`config.mk`:
```
export PLATFORM = sky130hd
export DESIGN_NAME = dcc_control
export DESIGN_NICKNAME = d
export VERILOG_FILES = /design/src/dcc_pkg.sv /design/src/dcc_control.sv
export VERILOG_INCLUDE_DIRS = /design/src
export SDC_FILE = /design/constraint.sdc
export NUM_CORES = 1
export LEC_CHECK = 0
export BUFFER_PORTS_ARGS = -buffer_cell sky130_fd_sc_hd__buf_4
export CAP_MARGIN = 20
export CORE_MARGIN = 8
export CORE_UTILIZATION = 42
export DETAILED_ROUTE_END_ITERATION = 6
export PLACE_DENSITY = 0.84
export SETUP_SLACK_MARGIN = 0.15
export SYNTH_ARGS = -nofsm -noshare
export SYNTH_HDL_FRONTEND = slang
export SYNTH_SLANG_ARGS = --single-unit
```
`constraint.sdc`:
```
create_clock -name core_clk -period 1.74 [get_ports core_clk]
set_input_delay 0.174 -clock core_clk [delete_from_list [all_inputs] [get_ports core_clk]]
set_output_delay 0.174 -clock core_clk [all_outputs]
set_load 0.005 [all_outputs]
```
`src/dcc_defines.svh`:
```
`ifndef DCC_DEFINES_SVH
`define DCC_DEFINES_SVH

// Register byte addresses
`define DCC_ADDR_CTRL      12'h000
`define DCC_ADDR_FLAG      12'h004
`define DCC_ADDR_IRQEN     12'h008
`define DCC_ADDR_PORT      12'h00c

// Control register fields
`define DCC_BIT_TWO_RES    7
`define DCC_BIT_ONE_RES    6
`define DCC_BIT_TWO_INV    5
`define DCC_BIT_ONE_INV    4
`define DCC_BIT_SWITCH     3
`define DCC_CTRL_WMASK     8'h3f
`define DCC_CTRL_RESET     8'h07

// Flag register: change flag at bit 6
`define DCC_BIT_FLAG       6
// Irq enable register: global 7, peripheral 6, change 0
`define DCC_BIT_GIE        7
`define DCC_BIT_PERIPHERAL_IRQ_ENABLE       6
`define DCC_BIT_CHANGE_IRQ_ENABLE       0

// Port register fields
`define DCC_PORT_CFG_LSB   8
`define DCC_PORT_CFG_RESET 4'h0
`define DCC_PORT_DIR_RESET 2'h3
`define DCC_ANALOG_CFG_MAX 4'h7

`endif

```
`src/dcc_pkg.sv`:
```
package dcc_pkg;
	typedef enum logic [2:0] {
		DCC_M_RESET   = 3'b000,
		DCC_M_ONE_IND = 3'b001,
		DCC_M_TWO_IND = 3'b010,
		DCC_M_TWO_OUT = 3'b011,
		DCC_M_TWO_COM = 3'b100,
		DCC_M_COM_OUT = 3'b101,
		DCC_M_FOUR_MX = 3'b110,
		DCC_M_OFF     = 3'b111
	} dcc_mode_t;

	typedef struct packed {
		logic [7:0] ctrl;
		logic       flag;
		logic [2:0] irq_en;
		logic [3:0] port_cfg;
		logic [1:0] port_dir;
		logic [1:0] sync1;
		logic [1:0] sync2;
		logic [1:0] latched;
		logic [31:0] prdata;
		logic       pready;
		logic       pslverr;
		logic       irq;
		logic       wake;
		logic [1:0] pin_out;
		logic [1:0] pin_oe;
		logic [3:0] route;
	} dcc_state_t;
endpackage

```
`src/dcc_control.sv`:
```
`include "dcc_defines.svh"
`timescale 1ns/1ps
`default_nettype none

module dcc_control (
	input  wire logic        core_clk,
	input  wire logic        rst_n,
	input  wire logic        psel,
	input  wire logic        penable,
	input  wire logic        pwrite,
	input  wire logic [11:0] paddr,
	input  wire logic [31:0] pwdata,
	input  wire logic [3:0]  pstrb,
	output logic      [31:0] prdata,
	output logic             pready,
	output logic             pslverr,
	input  wire logic        cmp_one_above,
	input  wire logic        cmp_two_above,
	input  wire logic        sleep_mode,
	input  wire logic [1:0]  port_pin_in,
	output logic             irq_req,
	output logic             wake_req,
	output logic [1:0]       out_pin_o,
	output logic [1:0]       out_pin_oe,
	output logic [3:0]       input_route,
	output logic [7:0]       cmp_power_mode
);
	import dcc_pkg::*;

	dcc_state_t      s_q;
	dcc_state_t      s_d;
	wire logic [1:0] res_raw;
	wire logic [1:0] res_out;
	wire logic [1:0] diff;
	wire logic [1:0] port_view;
	logic            mismatch;
	logic            acc;
	logic            wr;
	logic            rd;
	logic            ctrl_acc;
	logic            sel_ctrl;
	logic            sel_flag;
	logic            sel_irqen;
	logic            sel_port;
	logic            sel_none;
	logic            we_ctrl;
	logic            we_flag;
	logic            on;
	logic [7:0]      ctrl_nx;
	dcc_mode_t       mode;
	dcc_mode_t       mode_nx;
	logic            pin_en;
	logic            ref_plus;
	logic            alt_minus;
	logic            one_on;
	logic            two_on;
	logic            analog_cfg;
	logic            flag_hw_set;
	logic            flag_sw_set;
	logic            flag_sw_clr;
	logic            flag_nx;
	logic [31:0]     rd_word;

	////////////////////////////////////////////////////////////////////////
	// Result path
	assign mode     = dcc_mode_t'(s_q.ctrl[2:0]);
	assign on       = (mode != DCC_M_OFF);
	assign mismatch = |diff;

	// One slice per comparator
	for (genvar ch = 0; ch < 2; ch++) begin : g_cmp
		logic inv_bit;
		logic polar;
		assign inv_bit     = s_q.ctrl[`DCC_BIT_ONE_INV+ch];
		assign res_raw[ch] = (ch == 0) ? cmp_one_above : cmp_two_above;
		assign polar       = res_raw[ch] ^ inv_bit;
		assign res_out[ch] = on && polar;
		assign diff[ch]    = s_q.sync2[ch] ^ s_q.latched[ch];
	end

	////////////////////////////////////////////////////////////////////////
	// Bus decode
	assign acc       = psel && penable && !s_q.pready;
	assign wr        = acc && pwrite;
	assign rd        = acc && !pwrite;
	assign sel_ctrl  = (paddr == `DCC_ADDR_CTRL);
	assign sel_flag  = (paddr == `DCC_ADDR_FLAG);
	assign sel_irqen = (paddr == `DCC_ADDR_IRQEN);
	assign sel_port  = (paddr == `DCC_ADDR_PORT);
	assign sel_none  = !(sel_ctrl || sel_flag || sel_irqen || sel_port);
	assign ctrl_acc  = acc && sel_ctrl;
	assign we_ctrl   = wr && sel_ctrl && pstrb[0];
	assign we_flag   = wr && sel_flag && pstrb[0];

	// Control word as it stands after this cycle; bits 7:6 never written
	assign ctrl_nx = we_ctrl
		? ((s_q.ctrl & ~`DCC_CTRL_WMASK) | (pwdata[7:0] & `DCC_CTRL_WMASK))
		: s_q.ctrl;
	assign mode_nx = dcc_mode_t'(ctrl_nx[2:0]);

	////////////////////////////////////////////////////////////////////////
	// Flag causes; a hardware set outranks a software clear
	assign flag_hw_set = mismatch;
	assign flag_sw_set = we_flag && pwdata[`DCC_BIT_FLAG];
	assign flag_sw_clr = we_flag && !pwdata[`DCC_BIT_FLAG];
	assign flag_nx     = flag_hw_set || flag_sw_set || (s_q.flag && !flag_sw_clr);

	////////////////////////////////////////////////////////////////////////
	// Port pins as software sees them; analog pins read zero
	assign analog_cfg = (s_q.port_cfg <= `DCC_ANALOG_CFG_MAX);
	for (genvar pn = 0; pn < 2; pn++) begin : g_pin
		assign port_view[pn] = analog_cfg ? 1'b0 : port_pin_in[pn];
	end

	////////////////////////////////////////////////////////////////////////
	// Mode decode for the coming configuration
	always_comb begin
		pin_en    = 1'b0;
		ref_plus  = 1'b0;
		alt_minus = 1'b0;
		one_on    = 1'b0;
		two_on    = 1'b0;
		case (mode_nx)
			DCC_M_RESET: begin
				pin_en    = 1'b0;
				ref_plus  = 1'b0;
				alt_minus = 1'b0;
				one_on    = 1'b1;
				two_on    = 1'b1;
			end
			DCC_M_ONE_IND: begin
				pin_en    = 1'b0;
				ref_plus  = 1'b0;
				alt_minus = 1'b0;
				one_on    = 1'b0;
				two_on    = 1'b1;
			end
			DCC_M_TWO_IND: begin
				pin_en    = 1'b0;
				ref_plus  = 1'b0;
				alt_minus = 1'b0;
				one_on    = 1'b1;
				two_on    = 1'b1;
			end
			DCC_M_TWO_OUT: begin
				pin_en    = 1'b1;
				ref_plus  = 1'b0;
				alt_minus = 1'b0;
				one_on    = 1'b1;
				two_on    = 1'b1;
			end
			DCC_M_TWO_COM: begin
				pin_en    = 1'b0;
				ref_plus  = 1'b0;
				alt_minus = 1'b0;
				one_on    = 1'b1;
				two_on    = 1'b1;
			end
			DCC_M_COM_OUT: begin
				pin_en    = 1'b1;
				ref_plus  = 1'b0;
				alt_minus = 1'b0;
				one_on    = 1'b1;
				two_on    = 1'b1;
			end
			DCC_M_FOUR_MX: begin
				pin_en    = 1'b0;
				ref_plus  = 1'b1;
				alt_minus = ctrl_nx[`DCC_BIT_SWITCH];
				one_on    = 1'b1;
				two_on    = 1'b1;
			end
			DCC_M_OFF: begin
				pin_en    = 1'b0;
				ref_plus  = 1'b0;
				alt_minus = 1'b0;
				one_on    = 1'b0;
				two_on    = 1'b0;
			end
			default: begin
				pin_en    = 1'b0;
				ref_plus  = 1'b0;
				alt_minus = 1'b0;
				one_on    = 1'b0;
				two_on    = 1'b0;
			end
		endcase
	end

	////////////////////////////////////////////////////////////////////////
	// Read word assembly
	always_comb begin
		rd_word = 32'h0;
		if (sel_ctrl) begin
			rd_word[`DCC_BIT_TWO_RES] = s_q.sync2[1];
			rd_word[`DCC_BIT_ONE_RES] = s_q.sync2[0];
			rd_word[5:0]              = s_q.ctrl[5:0];
		end
		if (sel_flag) begin
			rd_word[`DCC_BIT_FLAG] = s_q.flag;
		end
		if (sel_irqen) begin
			rd_word[`DCC_BIT_GIE]  = s_q.irq_en[2];
			rd_word[`DCC_BIT_PERIPHERAL_IRQ_ENABLE] = s_q.irq_en[1];
			rd_word[`DCC_BIT_CHANGE_IRQ_ENABLE] = s_q.irq_en[0];
		end
		if (sel_port) begin
			rd_word[2:1]  = port_view;
			rd_word[11:8] = s_q.port_cfg;
		end
	end

	////////////////////////////////////////////////////////////////////////
	// Next state
	always_comb begin
		s_d = s_q;
		s_d.pready  = acc;
		s_d.pslverr = 1'b0;
		s_d.prdata  = 32'h0;
		// Two-stage synchroniser for change detection
		s_d.sync1 = res_out;
		s_d.sync2 = s_q.sync1;
		// Mismatch re-sets the flag every clock
		s_d.flag = flag_nx;
		if (ctrl_acc) begin
			s_d.latched = s_q.sync2;
		end
		if (wr) begin
			case (paddr)
				`DCC_ADDR_CTRL: begin
					if (pstrb[0]) begin
						s_d.ctrl = (s_q.ctrl & ~`DCC_CTRL_WMASK)
							| (pwdata[7:0] & `DCC_CTRL_WMASK);
					end
				end
				`DCC_ADDR_FLAG: begin
					s_d.flag = flag_nx;
				end
				`DCC_ADDR_IRQEN: begin
					if (pstrb[0]) begin
						s_d.irq_en = {pwdata[`DCC_BIT_GIE], pwdata[`DCC_BIT_PERIPHERAL_IRQ_ENABLE],
							pwdata[`DCC_BIT_CHANGE_IRQ_ENABLE]};
					end
				end
				`DCC_ADDR_PORT: begin
					if (pstrb[0]) begin
						s_d.port_dir = pwdata[2:1];
					end
					if (pstrb[1]) begin
						s_d.port_cfg = pwdata[`DCC_PORT_CFG_LSB+3:`DCC_PORT_CFG_LSB];
					end
				end
				default: begin
					s_d.pslverr = 1'b1;
				end
			endcase
		end
		if (rd) begin
			s_d.prdata  = rd_word;
			s_d.pslverr = sel_none;
		end
		// Request gating; flag sets regardless, sleep does not stop it
		s_d.irq  = s_d.flag && (&s_d.irq_en);
		s_d.wake = sleep_mode && s_d.flag && s_d.irq_en[0];
		// Pin output only in output modes
		s_d.pin_out = pin_en ? res_out : 2'h0;
		s_d.pin_oe  = pin_en ? ~s_q.port_dir : 2'h0;
		// Input routing: {plus_ref, minus_alt, one_on, two_on}
		s_d.route = {ref_plus, alt_minus, one_on, two_on};
	end

	////////////////////////////////////////////////////////////////////////
	// State register
	always_ff @(posedge core_clk or negedge rst_n) begin
		if (!rst_n) begin
			s_q          <= '0;
			s_q.ctrl     <= `DCC_CTRL_RESET;
			s_q.port_cfg <= `DCC_PORT_CFG_RESET;
			s_q.port_dir <= `DCC_PORT_DIR_RESET;
		end else begin
			s_q <= s_d;
		end
	end

	assign prdata         = s_q.prdata;
	assign pready         = s_q.pready;
	assign pslverr        = s_q.pslverr;
	assign irq_req        = s_q.irq;
	assign wake_req       = s_q.wake;
	assign out_pin_o      = s_q.pin_out;
	assign out_pin_oe     = s_q.pin_oe;
	assign input_route    = s_q.route;
	assign cmp_power_mode = {5'h0, s_q.ctrl[2:0]};
endmodule

`default_nettype wire

```
# Yosys cells after proc, flatten, opt, wreduce, memory -nomap -nowiden
# Cells that the tools add are included.
[classes]
order_cmp = 1
eq_ne = 11
mux = 26
n_bitwise = 6
reduce_logical = 41
[ops]
columns = ["cell", "n"]
rows = [
  ["12-bit by 4-bit equality test with 1-bit output (second input constant)", 2],
  ["1-bit logical AND", 17],
  ["7-bit OR reduction", 2],
  ["12-bit by 3-bit equality test with 1-bit output (second input constant)", 1],
  ["3-bit equality test (second input constant)", 4],
  ["12-bit zero test", 1],
  ["12-bit 2-to-1 mux", 1],
  ["4-bit 2-to-1 mux", 3],
  ["3-bit AND reduction", 4],
  ["6-bit OR reduction", 2],
  ["2-bit 2-to-1 mux", 5],
  ["1-bit case mux with 2 select lines", 5],
  ["9-bit 2-to-1 mux", 1],
  ["8-bit 2-to-1 mux", 1],
  ["8-bit by 6-bit bitwise OR with 8-bit output", 1],
  ["1-bit 2-to-1 mux", 7],
  ["3-bit by 2-bit equality test with 1-bit output (second input constant)", 2],
  ["3-bit 2-to-1 mux", 2],
  ["6-bit 2-to-1 mux", 1],
  ["2-bit OR reduction", 3],
  ["1-bit zero test", 5],
  ["1-bit logical OR", 5],
  ["4-bit by 3-bit <= comparator with 1-bit output (second input constant)", 1],
  ["4-bit OR reduction", 1],
  ["other kinds (5)", 8],
]
[word_totals]
register_bits = 68
inputBits = 58
out_inout_bits = 52

# Logic depth before layout (Yosys ltp)
# Gate-level depths: netlist of the first run.
[logic_depth]
word_depth = 11
mapped_depth = 6
depth_no_buf = 4

# Least setup slack after synthesis of the first run
# No wires, ideal clock.
[synth_timing]
path_kind = "input -> register"
start = "in paddr[9]"
end = "reg s_q[56] in the netlist's numbering"
t_arrival_ns = 1.683
setup_slack_ns = -0.068
path_stages = 4
cell_sequence = "or4_4 > or3_4 > nor3_4 > mux2_2"
[synth_rtl]
columns = ["element", "line_no", "rtl"]
rows = [
  ["start, declared", "dcc_control.sv:11", "input wire logic [11:0] paddr,"],
  ["end, declared", "dcc_control.sv:30", "dcc_state_t s_q;"],
]

==> flow_summary.ini, run 1 <==
[logic_synthesis]
avgSynthCellArea_um2 = 11.31
ys_async_sr_fraction = 1.000
yosysWarnings = 0
synth.cell_area_um2 = 2365
synth-seq-cells = 46
synth_edf_count = 0
synth_cell_types = 40
netlist_instances = 209
ys.flop_type = dfrtp_1
synth_seq_area_share = 0.4894

[routing]
drc = 0
via_per_inst = 4.943
num_vias = 1725
totalWireLength_um = 5905
wl_met1_um = 2375
wl_met2_um = 3013
top_layer_used = met4
drtAntennaViolNets = 0
drt_iter0_markers = 147
wire_per_inst_um = 16.92
drt_first_pass_iters = 7
wl_met3_um = 440

[global_routing]
grt_pass1_vias = 1808
grt-ovfl-total = 0
grt_usage = 0.1380
grt_max_degree = 47
grt_pass1_wl_um = 9197
antenna_found_initial = 0

[place]
dp_slack_ns = -0.2089
finalWeightedCongestion = 0.8020
dp_hpwl_um = 4084
io_buffer_count = 62
place_area_um2 = 2748

[critical_path]
r2r_start = pready$_DFF_PN0_
critPathRequiredTime_ns = 1.98
worstReg2RegEnd = prdata[3]$_DFF_PN0_
critical_path_arrival_ns = 2.13
critPathKind = flop to flop
worstSetupEndpointType = flop
cp-start-kind = flop
worstPathMaxFanout = 5
rr_worst_depth = 4
r2r_slack_ns = -0.15

[floorplan]
pin_count = 110
die_x_um = 91.04
coreArea_um2 = 5473
num_rows = 27
die_y_um = 91.04
die_area_um2 = 8287
initial_utilization = 0.4321

[timing]
worst_pin_slew_ns = 0.5641
period_minus_slack_ns = 1.886
worst_slack_ns = -0.1461
hold_violations = 0
grt_setup_unrepaired = true
maxSlewViolCount = 0
fin_skew_ns = 0.007553
fin_crit_sh = 1.084
relSlewSlack = 0.6239
clock.fmax_ghz = 0.5302
setup_violations = 22

[run_status]
violations = setup timing
outcome = finished with violations

[pwr]
power.total_uw = 2237
vdd_drop_max_mv = 0.4209
power_density_nw_per_um2 = 696.2
p_leak_uw = 0.001561

[min_path]
whs_path_depth = 2
hp-class = input port to flop
hp-start = port_pin_in[1]
min_to = prdata[2]$_DFF_PN0_

[finish]
layout.nets = 334
final_util = 0.5871
num_antenna_cells = 0
area_growth_pct = 35.87
fin_area_um2 = 3213
drive_above_1_share = 0.5343
n_fill_cell = 437

[cts]
htreeDepth = 2
cts.sinks = 46
clockBufferDepth = 2
clock_latency_ns = 0.30
cts-root-buf = clkbuf_8
tritoncts.num_buffers = 5
clk_pin_slew_ns = 0.09
cts_tree = yes

[flow_run]
drv_cap = 0
## final cells by class
type / count / area [um2] / area share
inverter: 3 / 11.26 / 0.003505
clock inverter: 3 / 68.82 / 0.02142
clock buffer: 5 / 68.82 / 0.02142
tap: 72 / 90.09 / 0.02804
multi-input combinational: 132 / 1109 / 0.3450
sequential: 46 / 1157 / 0.3602
timing repair buffer: 88 / 708.2 / 0.2204
## cell usage after synthesis, types with 3 or more instances
cell      number  share of area
buf_4         49           0.16
dfrtp_1       41           0.43
mux2_2        17          0.081
nor2_1        14          0.022
and2_1         9          0.024
and3_1         6          0.016
mux2i_1        6          0.025
dfstp_2        5          0.056
nand2_1        5         0.0079
nand4_1        4          0.011
xnor2_1        4          0.015
a21oi_1        3         0.0063
clkbuf_1       3         0.0048
inv_1          3         0.0048
nand3_1        3         0.0063
nor3_1         3         0.0063
nor4_1         3         0.0079
or4_4          3          0.014
## registers in the layout (all words and copies together), names as in the netlist, 2 cells and up
signal,count
out_pin_oe,2
out_pin_o,2
g_cmp.inv_bit,2
s_q,15
prdata,12
s_d,2
input_route,4
cmp_power_mode,3
## stage by stage
stage          setup TNS, ns  std cells  hold WS (ns)
3_3_place_gp          -3.879        327        0.1986
5_1_grt               -2.558        349       0.06934
2_1_floorplan       -0.03572        233       -0.1216
4_1_cts              -0.4285        345       0.07892
6_report              -1.334        349       0.08272
3_5_place_dp          -4.173        327        0.2077
## layout by cell type (no fill, tap or decap), types with 2 or more instances in the layout
| cell | instances |
|---|---|
| buf_4 | 75 |
| dfrtp_1 | 41 |
| conb_1 | 25 |
| mux2_4 | 17 |
| nor2_1 | 12 |
| buf_6 | 12 |
| and2_1 | 9 |
| nand2_1 | 5 |
| mux2i_1 | 5 |
| clkbuf_8 | 5 |
| dfstp_2 | 5 |
| and3_4 | 4 |
| nand4_1 | 4 |
| xnor2_1 | 4 |
| inv_1 | 3 |
| or4_4 | 3 |
| nor4_1 | 3 |
| nor3_2 | 2 |
| nor3_4 | 2 |
| a22o_1 | 2 |
| xor2_1 | 2 |
| a21oi_2 | 2 |
| a21boi_2 | 2 |
| nand3_4 | 2 |
| or3_4 | 2 |
| and3_1 | 2 |
| a211oi_2 | 2 |
| nor2_4 | 2 |
| bufinv_16 | 2 |
## layer usage
| layer | vias to the layer above | GRT usage |
|---|---|---|
| li1 | 782 | - |
| met1 | 867 | 0.1517 |
| met2 | 67 | 0.2364 |
| met3 | 9 | 0.05844 |
| met4 | 0 | 0.04229 |
| met5 | - | 0 |
## cell families after synthesis
kind of cell,Yosys count,share of synthesized area
AOI/OAI and AO/OA,14,0.04127
xor gates and xnor gates,6,0.02222
DFF,46,0.4894
muxes,23,0.1063
buffers and inverters,55,0.1651
and+or+nand+nor,64,0.1741
other,1,0.001586
## worst max-delay path: stages (launching register included)
cell     delay [ns]
dfrtp_1        0.39
or4bb_1        0.54
or4_4          0.46
nor3_4         0.25
and2_1         0.19
## where the power goes
group          total, uW  switching, uW  internal (uW)
clock network        943            368            575
registers           1080           4.57           1080
logic                213            111            102
total               2240            483           1750
## how the worst max path moves through the flow
stage,start,to,slack (ns),cells after the start
after CTS,pready$_DFF_PN0_,prdata[3]$_DFF_PN0_,-0.1,4
after detailed placement,paddr[9],prdata[1]$_DFF_PN0_,-0.21,5
final,pready$_DFF_PN0_,prdata[3]$_DFF_PN0_,-0.15,4
after floorplan,paddr[5],s_q[56]$_DFF_PN0_,-0.01,4
after global placement,paddr[5],s_q[58]$_DFF_PN0_,-0.18,5
after global routing,pready$_DFF_PN0_,prdata[1]$_DFF_PN0_,-0.17,4
## timing repair
item / in CTS / in global routing
resized for setup: 34 / 22
buffers inserted: 9 / 4
endpoints found under the setup margin: 30 / 37
endpoints found under the hold margin: 41 / 0
pin swaps: 10 / 11
hold buffers: 1 / 0
Power figures use the tool's default switching activity.
==> run 2, diff against run 1 <==
Settings changed: RECOVER_POWER set to 100.
==> run 2 against run 1 <==
Compared with the run above:
- the flow still finishes with violations (setup timing)
- final cell count is the same
- clock-buffer cell count is the same
- sequential power is essentially flat
- clock skew shrank 0.0018 ns
- routed wire length down 0.25%
- via count down 0.29%
- critical path type unchanged
- largest cell class unchanged
- largest power group unchanged
==> flow_summary.ini, run 2 (synthesis results as in run 1) <==
[routing]
drtAntennaViolNets = 0
via_per_inst = 4.928
wire_per_inst_um = 16.88
drc = 0
totalWireLength_um = 5890
drt_iter0_markers = 109
num_vias = 1720
drt_first_pass_iters = 4

[place]
placed_cells_incl_taps = 327
dp_hpwl_um = 4084
finalWeightedCongestion = 0.8020
io_buffer_count = 62

[finish]
largest_register = s_q
area_growth_pct = 34.50
final_cell_count_no_fill = 349
final_util = 0.5812
layout_common_cells = buf_4, dfrtp_1, conb_1
n_fill_cell = 449
final_common_cell = buf_4
drive_above_1_share = 0.5054
num_antenna_cells = 0
largest_reg_flops = 15
layout.nets = 334

[critical_path]
worstSetupEndpointType = flop
cp-start-kind = flop
critPathRequiredTime_ns = 1.98
critical_path.max_stage_delay_ns = 0.54
critPathKind = flop to flop
crit_slowest_cell = or4bb_1
critical_path_arrival_ns = 2.13
worstPathMaxFanout = 5
path_cells = or4bb_1 > or4_4 > nor3_4 > and2_1
r2r_slack_ns = -0.15

[floorplan]
die_x_um = 91.04
pin_count = 110
num_rows = 27
die_area_um2 = 8287
initial_utilization = 0.4321
coreArea_um2 = 5473
die_y_um = 91.04

[flow_run]
drv_cap = 0

[run_status]
outcome = finished with violations
violations = setup timing

[global_routing]
grt_usage = 0.1380
grt-ovfl-total = 0
grt_pass1_wl_um = 9197
grt_max_degree = 47
grt_pass1_vias = 1808
antenna_found_initial = 0

[cts]
clk_pin_slew_ns = 0.09
cts.sinks = 46
clock_latency_ns = 0.30
htreeDepth = 2
cts_tree = yes
clockBufferDepth = 2
tritoncts.num_buffers = 5
cts-root-buf = clkbuf_8

[pwr]
p_leak_uw = 0.001519
power_density_nw_per_um2 = 702.2
vdd_drop_max_mv = 0.4301

[timing]
period_minus_slack_ns = 1.886
hold_violations = 0
fin_skew_ns = 0.005758
setup_tns_ns = -1.327
maxSlewViolCount = 0
timing.hold.ws_ns = 0.08266
setup_violations = 22
fin_crit_sh = 1.084
clock.fmax_ghz = 0.5303
worst_pin_slew_ns = 1.095
worst_slack_ns = -0.1458
relSlewSlack = 0.2701
grt_setup_unrepaired = true

[min_path]
hp-class = input port to flop
## run 2: cell types whose count changed in the layout (fill, tap and decap cells not counted)
cell / before / now
buf_4: 75 / 51
clkbuf_4: 0 / 15
clkbuf_1: 0 / 8
clkbuf_2: 0 / 1
## run 2: layout make-up
type	instances	area [um2]	share of cell area
multi-input cells	132	1109	0.3485
flip-flops and latches	46	1157	0.3639
repair buffers	88	675.6	0.2124
well taps	72	90.09	0.02832
clock buffers	5	68.82	0.02164
clock inverters	3	68.82	0.02164
inverters	3	11.26	0.003541
## run 2: through the flow
step / total power [uW] / instance area (um2) / setup slack, ns
2_1_floorplan: 1202 / 2481 / -0.009652
3_3_place_gp: 1269 / 2748 / -0.1849
3_5_place_dp: 1273 / 2748 / -0.2089
4_1_cts: 2234 / 3088 / -0.09664
5_1_grt: 2325 / 3181 / -0.1707
6_report: 2233 / 3181 / -0.1458
## run 2: timing repair
action | in CTS | in global routing
endpoints found under the hold margin | 41 | 0
setup buffers | 9 | 4
hold buffers | 1 | 0
setup endpoints to repair | 30 | 37
cloned | 0 | 0
gates resized for setup | 34 | 22
pin swaps | 10 | 11
## run 2: routing by layer
layer | up-vias | track usage | routed length [um]
met1 | 866 | 0.1517 | 2379
met4 | 0 | 0.04229 | 87
met5 | - | 0 | 0
met2 | 62 | 0.2364 | 3014
li1 | 780 | - | -
met3 | 12 | 0.05844 | 409
## run 2: critical path: cells and delay by family, from the launching register on
family        cells  cell delay (ns)
flops             1             0.39
simple gates      4             1.44
## run 2: path summary, 6_finish.rpt
| kind | start | end | cells after the start |
|---|---|---|---|
| min reg2reg | s_d[47]$_DFF_PN0_ | s_q[47]$_DFF_PN0_ | 0 |
| max in group asynchronous | rst_n | input_route[1]$_DFF_PN0_ | 2 |
| max reg2reg | pready$_DFF_PN0_ | prdata[3]$_DFF_PN0_ | 4 |
| min in group asynchronous | rst_n | prdata[7]$_DFF_PN0_ | 2 |
| min | port_pin_in[1] | prdata[2]$_DFF_PN0_ | 2 |
| max | pready$_DFF_PN0_ | prdata[3]$_DFF_PN0_ | 4 |
## run 2: where the power goes
group	switching (uW)	leakage (uW)	total, uW	internal (uW)
Sequential	4.52	0.000603	1080	1080
Clock	366	0.0000683	941	575
Combinational	111	0.000848	212	101
